===== src/rtl/apc_pkg.sv =====
// Package for the parallel conversion control block.
// Shared by both ends and the interface; assumes a 10 MHz clk_sys.
package apc_pkg;
  localparam int unsigned DATA_W        = 14;
  localparam int unsigned CLK_PERIOD_NS = 100;
  localparam int unsigned CONV_MAX_NS   = 1150;
  localparam int unsigned CONV_TYP_NS   = 950;
  localparam int unsigned ACQ_MIN_NS    = 300;
  // Longest time rounds down, least time rounds up
  localparam int unsigned CONV_CYC      = CONV_MAX_NS / CLK_PERIOD_NS;
  localparam int unsigned ACQ_CYC       = (ACQ_MIN_NS + CLK_PERIOD_NS - 1) / CLK_PERIOD_NS;
  localparam int unsigned CNT_W         = 4;
  localparam logic [DATA_W-1:0] RESULT_RST = 14'h0000;
  localparam logic [CNT_W-1:0]  CNT_ZERO   = 4'h0;

  typedef enum logic [1:0] {
    APC_MODE_ALWAYS = 2'b00,
    APC_MODE_READ   = 2'b01,
    APC_MODE_SLOW   = 2'b11,
    APC_MODE_ROM    = 2'b10
  } apc_mode_t;

  typedef enum logic [1:0] {
    APC_DEV_IDLE = 2'b00,
    APC_DEV_CONV = 2'b01,
    APC_DEV_DONE = 2'b11
  } apc_dev_state_t;

  typedef enum logic [1:0] {
    APC_HST_IDLE = 2'b00,
    APC_HST_STRB = 2'b01,
    APC_HST_WAIT = 2'b11,
    APC_HST_ACQ  = 2'b10
  } apc_hst_state_t;
endpackage


===== src/rtl/apc_if.sv =====
// Pin-level link between the host and the converter.
// Data bus is three-state; the host qualifies it with the enable.
`timescale 1ns/100ps
interface apc_if;
  import apc_pkg::*;
  logic              chip_select_n;
  logic              read_n;
  logic              conversion_start_n;
  logic              busy_n;
  logic [DATA_W-1:0] data_out;
  logic              data_oe;

  modport dev (
    input  chip_select_n,
    input  read_n,
    input  conversion_start_n,
    output busy_n,
    output data_out,
    output data_oe
  );
  modport host (
    output chip_select_n,
    output read_n,
    output conversion_start_n,
    input  busy_n,
    input  data_out,
    input  data_oe
  );
endinterface


===== src/rtl/apc_buf2.sv =====
// Two-entry buffer with valid and ready on both sides.
// Assumes a single clock; drain side may stall freely.
`timescale 1ns/100ps
module apc_buf2
  import apc_pkg::*;
#(
  parameter int unsigned WIDTH = DATA_W
) (
  // Clock and reset
  input  wire logic             clk_sys,
  input  wire logic             rstn,
  input  wire logic             clk_en,
  // Fill side
  input  wire logic             in_valid,
  output logic                  in_ready,
  input  wire logic [WIDTH-1:0] in_data,
  // Drain side
  output logic                  out_valid,
  input  wire logic             out_ready,
  output logic [WIDTH-1:0]      out_data
);
  logic [WIDTH-1:0] mem_q [2];
  logic             wr_q;
  logic             rd_q;
  logic [1:0]       cnt_q;
  logic             push;
  logic             pop;

  assign in_ready  = (cnt_q != 2'd2);
  assign out_valid = (cnt_q != 2'd0);
  assign out_data  = mem_q[rd_q];
  assign push      = in_valid && in_ready;
  assign pop       = out_valid && out_ready;

  always_ff @(posedge clk_sys or negedge rstn) begin
    if (!rstn) begin
      wr_q  <= 1'b0;
      rd_q  <= 1'b0;
      cnt_q <= 2'd0;
    end else if (clk_en) begin
      if (push) begin
        wr_q <= ~wr_q;
      end
      if (pop) begin
        rd_q <= ~rd_q;
      end
      cnt_q <= cnt_q + {1'b0, push} - {1'b0, pop};
    end
  end

  always_ff @(posedge clk_sys) begin
    if (clk_en && push) begin
      mem_q[wr_q] <= in_data;
    end
  end
endmodule


===== src/rtl/apc_host.sv =====
// Host end: issues strobes per wiring mode and captures results.
// Assumes the converter answers within the conversion time; one clock.
`timescale 1ns/100ps
module apc_host
  import apc_pkg::*;
(
  // Clock and reset
  input  wire logic              clk_sys,
  input  wire logic              rstn,
  input  wire logic              clk_en,
  // Link
  apc_if.host                    link,
  // User control
  input  wire apc_mode_t         mode,
  input  wire logic              req_valid,
  output logic                   req_ready,
  // Result stream
  output logic                   res_valid,
  input  wire logic              res_ready,
  output logic [DATA_W-1:0]      res_data
);
  apc_hst_state_t    state_q;
  logic [CNT_W-1:0]  acq_q;
  logic              cs_n_q;
  logic              rd_n_q;
  logic              cv_n_q;
  logic              busy_prev_q;
  logic              cap_q;
  logic [DATA_W-1:0] cap_data_q;
  logic              buf_ready;
  logic              busy_rise;
  logic              tied;

  assign busy_rise = !busy_prev_q && link.busy_n;
  assign tied      = (mode == APC_MODE_SLOW) || (mode == APC_MODE_ROM);

  always_ff @(posedge clk_sys or negedge rstn) begin
    if (!rstn) begin
      busy_prev_q <= 1'b1;
    end else if (clk_en) begin
      busy_prev_q <= link.busy_n;
    end
  end

  // Start only when a captured word has room; a full buffer stalls new starts
  always_ff @(posedge clk_sys or negedge rstn) begin
    if (!rstn) begin
      state_q <= APC_HST_IDLE;
      acq_q   <= CNT_ZERO;
      cs_n_q  <= 1'b1;
      rd_n_q  <= 1'b1;
      cv_n_q  <= 1'b1;
    end else if (clk_en) begin
      unique case (state_q)
        APC_HST_IDLE: begin
          cs_n_q <= 1'b0;
          rd_n_q <= (mode == APC_MODE_ALWAYS) ? 1'b0 : 1'b1;
          if (req_valid && buf_ready) begin // RULE_10
            state_q <= APC_HST_STRB;
            cv_n_q  <= 1'b0;
            rd_n_q  <= tied || (mode == APC_MODE_ALWAYS) ? 1'b0 : 1'b1; // RULE_09
          end
        end
        APC_HST_STRB: begin
          state_q <= APC_HST_WAIT;
          // Slow memory keeps the strobe low through the wait
          if (mode != APC_MODE_SLOW) begin
            cv_n_q <= 1'b1;
            if (mode == APC_MODE_ROM) begin
              rd_n_q <= 1'b1; // RULE_15
            end
          end
        end
        APC_HST_WAIT: begin
          if (busy_rise) begin // RULE_16
            if (mode == APC_MODE_READ) begin
              rd_n_q <= 1'b0; // RULE_08
            end else begin
              cv_n_q <= 1'b1; // RULE_14
              rd_n_q <= (mode == APC_MODE_ALWAYS) ? 1'b0 : 1'b1;
              state_q <= APC_HST_ACQ;
              acq_q   <= CNT_W'(ACQ_CYC);
            end
          end else if (mode == APC_MODE_READ && !rd_n_q && link.data_oe) begin
            rd_n_q  <= 1'b1;
            state_q <= APC_HST_ACQ;
            acq_q   <= CNT_W'(ACQ_CYC);
          end
        end
        APC_HST_ACQ: begin
          if (acq_q == CNT_ZERO) begin // RULE_18
            state_q <= APC_HST_IDLE;
          end else begin
            acq_q <= acq_q - CNT_W'(1);
          end
        end
      endcase
    end
  end

  // Capture at busy rise, or on the gated read once the bus is driven
  // ROM takes the prior word while its short strobe still drives the bus
  always_ff @(posedge clk_sys or negedge rstn) begin
    if (!rstn) begin
      cap_q      <= 1'b0;
      cap_data_q <= RESULT_RST;
    end else if (clk_en) begin
      cap_q <= 1'b0;
      if (state_q == APC_HST_WAIT && link.data_oe &&
          ((busy_rise && mode != APC_MODE_READ && mode != APC_MODE_ROM) ||
           (mode == APC_MODE_READ && !rd_n_q) ||
           (mode == APC_MODE_ROM && !link.busy_n))) begin
        cap_q      <= 1'b1; // RULE_05 RULE_11 RULE_15
        cap_data_q <= link.data_out;
      end
    end
  end

  apc_buf2 #(
    .WIDTH (DATA_W)
  ) u_buf (
    .clk_sys   (clk_sys),
    .rstn      (rstn),
    .clk_en    (clk_en),
    .in_valid  (cap_q),
    .in_ready  (buf_ready),
    .in_data   (cap_data_q),
    .out_valid (res_valid),
    .out_ready (res_ready),
    .out_data  (res_data)
  );

  assign req_ready               = (state_q == APC_HST_IDLE) && buf_ready;
  assign link.chip_select_n      = cs_n_q;
  assign link.read_n             = rd_n_q;
  assign link.conversion_start_n = cv_n_q;
endmodule


===== src/flat_wrapper.sv =====
// flat-port wrapper written by rule: the top's interface ports become plain ports
module apc_host_flat import apc_pkg::*;
  (clk_sys, rstn, clk_en, mode, req_valid, req_ready, res_valid, res_ready, res_data, link_chip_select_n, link_read_n, link_conversion_start_n, link_busy_n, link_data_out, link_data_oe);
  apc_if link_i ();
  input  wire logic clk_sys;
  input  wire logic rstn;
  input  wire logic clk_en;
  input  wire apc_mode_t mode;
  input  wire logic req_valid;
  output logic req_ready;
  output logic res_valid;
  input  wire logic res_ready;
  output logic [DATA_W-1:0] res_data;
  output wire logic [$bits(link_i.chip_select_n)-1:0] link_chip_select_n;
  output wire logic [$bits(link_i.read_n)-1:0] link_read_n;
  output wire logic [$bits(link_i.conversion_start_n)-1:0] link_conversion_start_n;
  input wire logic [$bits(link_i.busy_n)-1:0] link_busy_n;
  input wire logic [$bits(link_i.data_out)-1:0] link_data_out;
  input wire logic [$bits(link_i.data_oe)-1:0] link_data_oe;
  assign link_chip_select_n = link_i.chip_select_n;
  assign link_read_n = link_i.read_n;
  assign link_conversion_start_n = link_i.conversion_start_n;
  assign link_i.busy_n = link_busy_n;
  assign link_i.data_out = link_data_out;
  assign link_i.data_oe = link_data_oe;
  apc_host u_core (.clk_sys(clk_sys), .rstn(rstn), .clk_en(clk_en), .link(link_i), .mode(mode), .req_valid(req_valid), .req_ready(req_ready), .res_valid(res_valid), .res_ready(res_ready), .res_data(res_data));
endmodule

===== config.mk =====
export PLATFORM = sky130hd
export DESIGN_NAME = apc_host_flat
export DESIGN_NICKNAME = d
export VERILOG_FILES = /design/src/rtl/apc_pkg.sv /design/src/rtl/apc_if.sv /design/src/rtl/apc_buf2.sv /design/src/rtl/apc_host.sv /design/src/flat_wrapper.sv
export SDC_FILE = /design/constraint.sdc
export NUM_CORES = 1
export LEC_CHECK = 0
export BUFFER_PORTS_ARGS = -buffer_cell sky130_fd_sc_hd__buf_2
export CORE_AREA = 2 2 77 79
export DETAILED_ROUTE_END_ITERATION = 12
export DIE_AREA = 0 0 79 81
export PLACE_DENSITY = 0.76
export REMOVE_ABC_BUFFERS = 1
export SYNTH_ARGS = -nofsm -noshare
export SYNTH_HDL_FRONTEND = slang
export SYNTH_SLANG_ARGS = --single-unit

===== constraint.sdc =====
create_clock -name clk_sys -period 2 [get_ports clk_sys]
set_input_delay 0.4 -clock clk_sys [delete_from_list [all_inputs] [get_ports clk_sys]]
set_output_delay 0.4 -clock clk_sys [all_outputs]
set_load 0.1 [all_outputs]

==> impl_metrics.toml, run 1 <==
[status]
status = "completed"

[floorplanning]
core_area_um2 = 5675
die_y_um = 81
die_area_um2 = 6399
core.rowCount = 28
start_util = 0.4429
io_pins = 42
die_w_um = 79

[cts]
htree_num_levels = 3
cts_sinks = 57
clkLatencyLatePin_ns = 0.32
cts_tree = "done"
cts_buffers = 9
clk_path_buf_depth = 2
cts_hold_buf = 0
cts-root-buf = "clkbuf_8"
path_clk_slew_ns = 0.06

[finish]
fin_cells = 301
syn_to_final_growth_pct = 19.66
fin_area_um2 = 3008
final_common_cell = "edfxtp_1"
nets = 249
diodes = 0
drive_gt1_frac = 0.4425
mostFrequentLayoutCells = "edfxtp_1 (28), buf_2 (26), dfrtp_1 (24)"

[yosys]
yosysUniqueCellTypes = 45
async_reset_ff_frac = 0.5088
ys_seq_area_frac = 0.6252
synth-edff-count = 28
synth.area.top_cells = "edfxtp_1 (33%), dfrtp_1 (25%), mux2_2 (9.4%)"
yosys_warnings = 0
synth_top_cell_area_share = 0.3345
netlist_area_um2 = 2514
ys.flop_type = "edfxtp_1"
netlist_instances = 173
syn_avg_cell_area_um2 = 14.53
yosysTopAreaCell = "edfxtp_1"
yosys_register_bits = 57

[worst_setup_path]
critPathKind = "flip-flop to output port"
critical-path-slowest-cell = "dfrtp_4"
path_cells = "mux2_2 -> clkbuf_4"
cp_max_fo = 15
end_kind = "output port"
slowest_delay_ns = 0.55
arrival_ns = 1.52
startpoint_type = "flip-flop"
required_ns = 1.60

[timing]
tns_ns = 0
rsz0062_at_grt = "false"
fin_crit_sh = 0.9578
slew_headroom = 0.5690
setup_viol = 0
worst_pin_slew_ns = 0.6466
max_freq_mhz = 522.0
finClkSkew_ns = 0.007133
final_max_slew_viol_count = 0
fin_crit_ns = 1.916
finalHoldViolations = 0

[grt]
grt_pass1_vias = 1484
antenna_found_initial = 0
use_met3 = 0.05778
grt_pass1_wl_um = 6527
grt_max_degree = 30
overflow = 0
gr-usage-met2 = 0.2280
grtUsageTotal = 0.1377
busiest_layer = "met2"
gr-usage-met1 = 0.1583

[route]
first_pass_iters = 4
vias = 1511
ant_nets = 0
drtIter0Drc = 52
avgRoutedWirePerCell_um = 13.30
viasPerCell = 5.020
drc = 0
totalWireLength_um = 4003

[placed_design]
dpl-instance-area_um2 = 2815
place_hpwl_um = 2678
placed_cells = 286
io_buffers = 41
place_congestion = 0.7857

[pwr]
ir_drop_uv = 736.9
p_leak_uw = 0.001259
power_per_cell_area_nw_per_um2 = 1507

[job]
cap_violations = 0

[worst_hold_path]
hp-class = "input pin to asynchronous set/reset pin"
-- stage by stage --
stage | utilization | power [uW] | setup slack [ns] | hold WS, ns
3_3_place_gp | 0.4960 | 3626 | 0.1866 | 0.4455
4_1_cts | 0.5251 | 4549 | 0.003338 | 0.1164
5_1_grt | 0.5300 | 4786 | 0.003311 | 0.1374
3_5_place_dp | 0.4960 | 3676 | 0.1362 | 0.4506
6_report | 0.5300 | 4534 | 0.08442 | 0.1015
2_1_floorplan | - | 3355 | -1.169 | 0.1044
-- cell usage after synthesis, types with 4 or more instances --
| cell type | count |
|---|---|
| a31oi_1 | 4 |
| dfrtp_1 | 25 |
| dfstp_2 | 4 |
| edfxtp_1 | 28 |
| ha_1 | 4 |
| inv_1 | 9 |
| mux2_2 | 21 |
| mux2_4 | 9 |
| nand2_1 | 7 |
| o21ai_0 | 8 |
-- final timing paths --
kind / to / cells after the start / start / slack (ns)
max: res_data[5] / 2 / u_core.u_buf.rd_q$_DFFE_PN0P_ / 0.08
max reg2reg: u_core.u_buf.cnt_q[1]$_DFFE_PN0P_ / 8 / u_core.u_buf.cnt_q[1]$_DFFE_PN0P_ / 0.15
min in group clk_sys: u_core.cap_data_q[9]$_DFFE_PN0P_ / 2 / link_data_out[9] / 0.31
min: u_core.acq_q[1]$_DFFE_PN0P_ / 1 / rstn / 0.10
min reg2reg: u_core.link.chip_select_n$_DFFE_PN1P_ / 1 / u_core.link.chip_select_n$_DFFE_PN1P_ / 0.46
max in group asynchronous: u_core.u_buf.rd_q$_DFFE_PN0P_ / 1 / rstn / 1.41
-- state kept, by name (all words and copies together), names as in the netlist --
| signal | count |
|---|---|
| u_core.acq_q | 4 |
| u_core.busy_prev_q | 1 |
| u_core.cap_data_q | 14 |
| u_core.cap_q | 1 |
| u_core.link.chip_select_n | 1 |
| u_core.link.conversion_start_n | 1 |
| u_core.link.read_n | 1 |
| u_core.state_q | 2 |
| u_core.u_buf.cnt_q | 2 |
| u_core.u_buf.mem_q | 28 |
| u_core.u_buf.rd_q | 1 |
| u_core.u_buf.wr_q | 1 |
-- worst max-delay path, delay by kind of cell, from the launching register on --
family                 cells  cell delay [ns]
DFF                        1             0.55
buffers and inverters      1             0.28
muxes                      1             0.36
-- metal layers --
layer / vias to the layer above / wire [um]
li1: 731 / -
met1: 731 / 1784
met2: 40 / 1929
met3: 9 / 218
met4: 0 / 70
met5: - / 0
-- where the power goes --
group / internal (uW) / total (uW) / switching (uW)
Sequential: 1620 / 1890 / 272
Combinational: 621 / 1810 / 1190
Clock: 428 / 832 / 404
-- layout make-up --
cell class	instances	area (um^2)
Fill cell	480	2668
Sequential cell	57	1575
Multi-Input combinational cell	100	868.3
Timing Repair Buffer	45	285.3
Clock buffer	10	127.6
Tap cell	75	93.84
Inverter	9	33.78
Clock inverter	5	23.77
-- kinds of logic after synthesis --
kind of cell | Yosys count | synth area share
multiplexers | 32 | 0.1563
XOR/XNOR | 4 | 0.01394
buffers and inverters | 16 | 0.02937
AO/OA/AOI/OAI | 26 | 0.06969
adder cells (fa/ha/maj) | 4 | 0.01991
AND/OR/NAND/NOR | 34 | 0.08562
flip-flops | 57 | 0.6252
-- timing repair --
item | 4_1_cts | 5_1_grt
setup endpoints to repair | 15 | 11
buffers inserted | 0 | 0
resized for setup | 6 | 11
Note: power is estimated with default switching activity, not from simulation.
==> run 2: changes to the inputs <==
Settings changed: ABC_AREA set to 1, PLACE_DENSITY 0.76 to 0.77.
==> run 2 against run 1 <==
Fmax rose by 3.7%. First-iteration DRC count rose by 90%. Final cell count rose by 33%. Combinational power rose by 55%. Clock power rose by 41%. Sequential share of layout area fell by 4.6 points. Global-route usage rose by 3.5 points. Register-to-register slack improved by 0.15 ns. Worst hold slack got worse by 0.0022 ns. Non-clock buffer count rose by 2. Clock skew fell by 0.00096 ns. Largest cell class unchanged.
==> impl_metrics.toml, run 2 <==
[placed_design]
place_hpwl_um = 3400
placed_cells = 383
place_congestion = 0.8253
io_buffers = 41

[finish]
mostFrequentLayoutCells = "nand2_1 (115), edfxtp_1 (28), buf_2 (26)"
fin_cells = 399
largest_reg_flops = 28
drive_gt1_frac = 0.2315
diodes = 0
reg_top3 = "u_core.u_buf.mem_q x28, u_core.cap_data_q x14, u_core.acq_q x4"
final_common_cell = "nand2_1"
syn_to_final_growth_pct = 28.59
nets = 346
largest_register = "u_core.u_buf.mem_q"

[job]
cap_violations = 0

[cts]
cts-root-buf = "clkbuf_8"
clkLatencyLatePin_ns = 0.33
clk_path_buf_depth = 2
cts_tree = "done"
htree_num_levels = 3
cts_sinks = 57
cts_buffers = 9
path_clk_slew_ns = 0.06
post-cts-setup-buffers = 0

[route]
drtIter0Drc = 99
totalWireLength_um = 5006
ant_nets = 0
viasPerCell = 4.870
drc = 0
avgRoutedWirePerCell_um = 12.55
first_pass_iters = 4
vias = 1943

[floorplanning]
core_area_um2 = 5675
core.rowCount = 28
io_pins = 42
die_w_um = 79
die_y_um = 81
die_area_um2 = 6399
start_util = 0.4504

[yosys]
yosys_register_bits = 57
synthAdderAreaFrac = 0.01958
synth_xor_area_frac = 0.01371
netlist_area_um2 = 2556
yosysTopAreaCell = "edfxtp_1"
synth-simple-area-share = 0.2682
synth_top_family_by_area = "simple AND/OR/NAND/NOR gates"
synth_top_cell_area_share = 0.3289
synth.area.top_cells = "edfxtp_1 (33%), dfrtp_1 (24%), nand2_1 (17%)"
synth-edff-count = 28
syn_avg_cell_area_um2 = 9.538
synth_compound_area_frac = 0.03377
yosys-mux-area-fraction = 0
yosysUniqueCellTypes = 28
ys_seq_area_frac = 0.6148
synth_common_cells = "nand2_1 (115), edfxtp_1 (28), dfrtp_1 (25)"
yosys_warnings = 0
netlist_instances = 268
async_reset_ff_frac = 0.5088
ys.flop_type = "edfxtp_1"
post-synth-top-count-cell = "nand2_1"

[grt]
overflow = 0
grt_pass1_wl_um = 8204
grt_pass1_vias = 1804
antenna_found_initial = 0
grt_max_degree = 30
grtUsageTotal = 0.1731

[worst_hold_path]
hp-class = "input pin to asynchronous set/reset pin"

[worst_setup_path]
startpoint_type = "flip-flop"
critPathKind = "flip-flop to output port"
timing.rr.end = "u_core.u_buf.cnt_q[1]$_DFFE_PN0P_"
end_kind = "output port"
timing.rr.start = "u_core.u_buf.cnt_q[0]$_DFFE_PN0P_"
arrival_ns = 1.45
r2r_slack_ns = 0.30
required_ns = 1.60
r2r_cells = 9
cp_max_fo = 9

[timing]
fin_crit_sh = 0.9238
slew_headroom = 0.5575
finClkSkew_ns = 0.006170
finalHoldViolations = 0
rsz0062_at_grt = "false"
tns_ns = 0
setup_viol = 0
fin_crit_ns = 1.848
max_freq_mhz = 541.2
final_max_slew_viol_count = 0
worst_pin_slew_ns = 0.6638

[pwr]
design_power_total_uw = 5762
power_per_cell_area_nw_per_um2 = 1753
ir_drop_uv = 966.5
p_leak_uw = 0.001585

[status]
status = "completed"
## run 2: layout make-up
type / count / area [um^2]
clock buffers: 10 / 137.6
inverters: 21 / 82.58
clock inverters: 6 / 81.33
well taps: 75 / 93.84
multi-input cells: 183 / 857.1
repair buffers: 47 / 462.9
fillers: 507 / 2389
flip-flops and latches: 57 / 1572
## run 2: what timing repair did
| item | 4_1_cts | 5_1_grt |
|---|---|---|
| hold buffers | 0 | 0 |
| hold endpoints to repair | 0 | 0 |
| resized for setup | 0 | 2 |
| endpoints found under the setup margin | 0 | 15 |
## run 2: metrics by stage
step / setup WS (ns) / hold WS [ns] / utilization / area, um^2
after floorplan: 0.08348 / 0.1044 / - / 2507
after global placement: 0.3960 / 0.4477 / 0.5395 / 3062
after detailed placement: 0.3530 / 0.4554 / 0.5395 / 3062
after CTS: 0.03168 / 0.1102 / 0.5780 / 3281
after global routing: 0.03366 / 0.1372 / 0.5791 / 3287
final: 0.1524 / 0.09930 / 0.5791 / 3287
## run 2: worst max-delay path by stage
stage                                       start                                 to  slack, ns  depth (start not counted)
global route        u_core.state_q[0]$_DFFE_PN0P_                          req_ready       0.03                          3
CTS                 u_core.state_q[0]$_DFFE_PN0P_                          req_ready       0.03                          3
global placement    u_core.state_q[0]$_DFFE_PN0P_                          req_ready       0.40                          3
floorplan           u_core.u_buf.rd_q$_DFFE_PN0P_                        res_data[0]       0.08                          3
detailed placement                      res_ready  u_core.u_buf.cnt_q[1]$_DFFE_PN0P_       0.35                          8
finish              u_core.state_q[0]$_DFFE_PN0P_                          req_ready       0.15                          3
## run 2: metal layers
layer	global-route usage	up-vias	routed length, um
li1	-	971	-
met1	0.2062	905	2014
met2	0.2941	63	2666
met3	0.05556	4	284
met4	0.06724	0	41
met5	0	-	0
## run 2: cell families (layout without fill, tap and decap cells)
group                      count (synthesis)  after routing
xor gates and xnor gates                   4              4
adders and majority gates                  4              4
AOI/OAI and AO/OA                         14             14
DFF                                       57             57
and+or+nand+nor                          161            161
buffers and inverters                     28             84
## run 2: where the power goes
group	internal (uW)	switching [uW]	total [uW]
registers	1580	215	1800
logic	839	1960	2800
clock network	726	442	1170
## run 2: worst max-delay path, stage by stage, from the launching register on
cell and delay [ns]:
dfrtp_1 0.47, nor2_1 0.19, o21a_1 0.14, clkbuf_4 0.32
==> run 3: changes to the inputs <==
Settings changed: CTS_CLUSTER_SIZE set to 12, PLACE_DENSITY 0.77 to 0.8.
Clock period 2 ns to 1.58 ns, I/O delays scaled along.
==> run 3 against run 2 <==
The run now ends with negative setup slack left. Via count up 6.8%. Register-to-register slack worse by 0.27 ns. Routed wire length grew 15%. Critical path depth up 2. Flip-flop and latch count unchanged. Global-route usage grew 1.8 points. Clock skew decreased by 0.0013 ns. First-iteration DRC count rose by 79%. Cell area is 6.6% higher. Die area unchanged. Sequential share of layout area shrank 2.9 points.
==> impl_metrics.toml, run 3 (synthesized netlist as in run 2, its figures left out) <==
[route]
first_pass_iters = 4
viasPerCell = 5.098
totalWireLength_um = 5767
avgRoutedWirePerCell_um = 14.17
ant_nets = 0
vias = 2075
drtIter0Drc = 177
drc = 0

[grt]
grt_pass1_wl_um = 9252
grt_pass1_vias = 2038
grt_max_degree = 30
grtUsageTotal = 0.1907
antenna_found_initial = 0
overflow = 0

[cts]
cts_tree = "done"
cts-root-buf = "clkbuf_8"
clk_path_buf_depth = 2
cts_sinks = 57
cts_hold_buf = 0
clkLatencyLatePin_ns = 0.33
htree_num_levels = 3
cts_buffers = 9
path_clk_slew_ns = 0.07

[timing]
finalHoldViolations = 0
tns_ns = -0.2615
fin_ws_ns = -0.03203
setup_viol = 13
final_max_slew_viol_count = 0
slew_headroom = 0.5486
finClkSkew_ns = 0.004855
worst_pin_slew_ns = 0.6771
fin_crit_ns = 1.612
rsz0062_at_grt = "true"
max_freq_mhz = 620.3
hold_ws_ns = 0.02419
fin_crit_sh = 1.020

[status]
status = "finished, violations left"
failed_checks = "negative setup slack"

[placed_design]
io_buffers = 41
place_hpwl_um = 3816
dp_slack_ns = -0.002844
place_congestion = 0.8856

[finish]
diodes = 0
final_common_cell = "nand2_1"
mostFrequentLayoutCells = "nand2_1 (91), edfxtp_1 (28), dfrtp_1 (23)"
syn_to_final_growth_pct = 37.05
largest_register = "u_core.u_buf.mem_q"
largest_reg_flops = 28
post-route-util = 0.6173
reg_top3 = "u_core.u_buf.mem_q x28, u_core.cap_data_q x14, u_core.acq_q x4"
drive_gt1_frac = 0.3464
nets = 354

[floorplanning]
die_area_um2 = 6399
core_area_um2 = 5675
die_w_um = 79
core.rowCount = 28
die_y_um = 81
start_util = 0.4504
io_pins = 42

[worst_setup_path]
cp-startpoint = "u_core.u_buf.rd_q$_DFFE_PN0P_"
timing.rr.start = "u_core.u_buf.cnt_q[0]$_DFFE_PN0P_"
critPathKind = "flip-flop to output port"
end_kind = "output port"
cp_max_fo = 8
path_cells = "inv_2 -> buf_6 -> nand2_1 -> nand2_2 -> buf_12"
slowest_delay_ns = 0.40
critical-path-slowest-cell = "dfrtp_1"
required_ns = 1.26
startpoint_type = "flip-flop"
path_delay_family = "buffers and inverters"
arrival_ns = 1.30
crit_buf_inv = 3

[worst_hold_path]
hp-class = "input pin to asynchronous set/reset pin"

[pwr]
p_leak_uw = 0.001656
p_seq_frac = 0.294
design_power_total_uw = 7765
p_sw_frac = 0.4604
pwr-share-comb = 0.539
net-switching-power_uw = 3575
p_int_uw = 4190
ir_drop_uv = 1311
clkPwrFrac = 0.166
power_per_cell_area_nw_per_um2 = 2217

[job]
cap_violations = 0
==> run 3: changes by cell type in the layout (fill, tap and decap cells not counted), sizes merged <==
| cell | before | now |
|---|---|---|
| buf | 46 | 55 |
| clkinv | 3 | 5 |
| clkinvlp | 2 | 0 |
| bufinv | 2 | 1 |
| clkbuf | 11 | 10 |
| inv | 20 | 21 |
==> run 3: cell type report <==
type                    count  area [um^2]
fillers                   455         2172
flip-flops and latches     57         1574
multi-input cells         183        963.4
repair buffers             55        606.8
clock buffers              10        127.6
well taps                  75        93.84
inverters                  21        78.83
clock inverters             6        58.81
==> run 3: worst paths after layout <==
| path | slack, ns | end | depth (start not counted) |
|---|---|---|---|
| min | 0.02 | u_core.acq_q[1]$_DFFE_PN0P_ | 1 |
| max | -0.03 | res_data[4] | 5 |
| max in group asynchronous | 1.08 | u_core.state_q[1]$_DFFE_PN0P_ | 1 |
| min reg2reg | 0.47 | u_core.u_buf.mem_q[1][13]$_DFFE_PP_ | 0 |
| max reg2reg | 0.03 | u_core.u_buf.cnt_q[1]$_DFFE_PN0P_ | 7 |
| min in group clk_sys | 0.22 | u_core.cap_data_q[8]$_DFFE_PN0P_ | 3 |
==> run 3: metrics by stage <==
step	instances	cell area, um^2
final	407	3503
after global routing	407	3503
after detailed placement	385	3152
after CTS	403	3415
after floorplan	261	2507
after global placement	385	3152
==> run 3: timing repair <==
item	CTS	global route
resized for setup	25	20
setup buffers	2	4
pin swaps	1	8
endpoints found under the setup margin	16	21
==> run 3: worst register-to-register path: cells and delay by family (launching register included) <==
family          cells  cell delay, ns
buf+inv             1            0.04
compound gates      3            0.41
flops               1            0.41
xor+xnor            1            0.14
fa+ha+maj           2            0.44
==> run 3: power by group through the flow <==
| stage | registers [uW] | clock network [uW] | logic, uW |
|---|---|---|---|
| floorplan | 2450 | 0 | 2260 |
| detailed placement | 2300 | 0 | 3820 |
| finish | 2290 | 1290 | 4190 |
| global placement | 2270 | 0 | 3720 |
| CTS | 2280 | 1300 | 4010 |
| global route | 2330 | 1370 | 4460 |
==> run 3: per-layer routing <==
metal  wire length (um)  GRT usage
met1               2291     0.2136
met2               3133     0.3492
met3                268    0.03333
met4                 74    0.09828
met5                  0          0
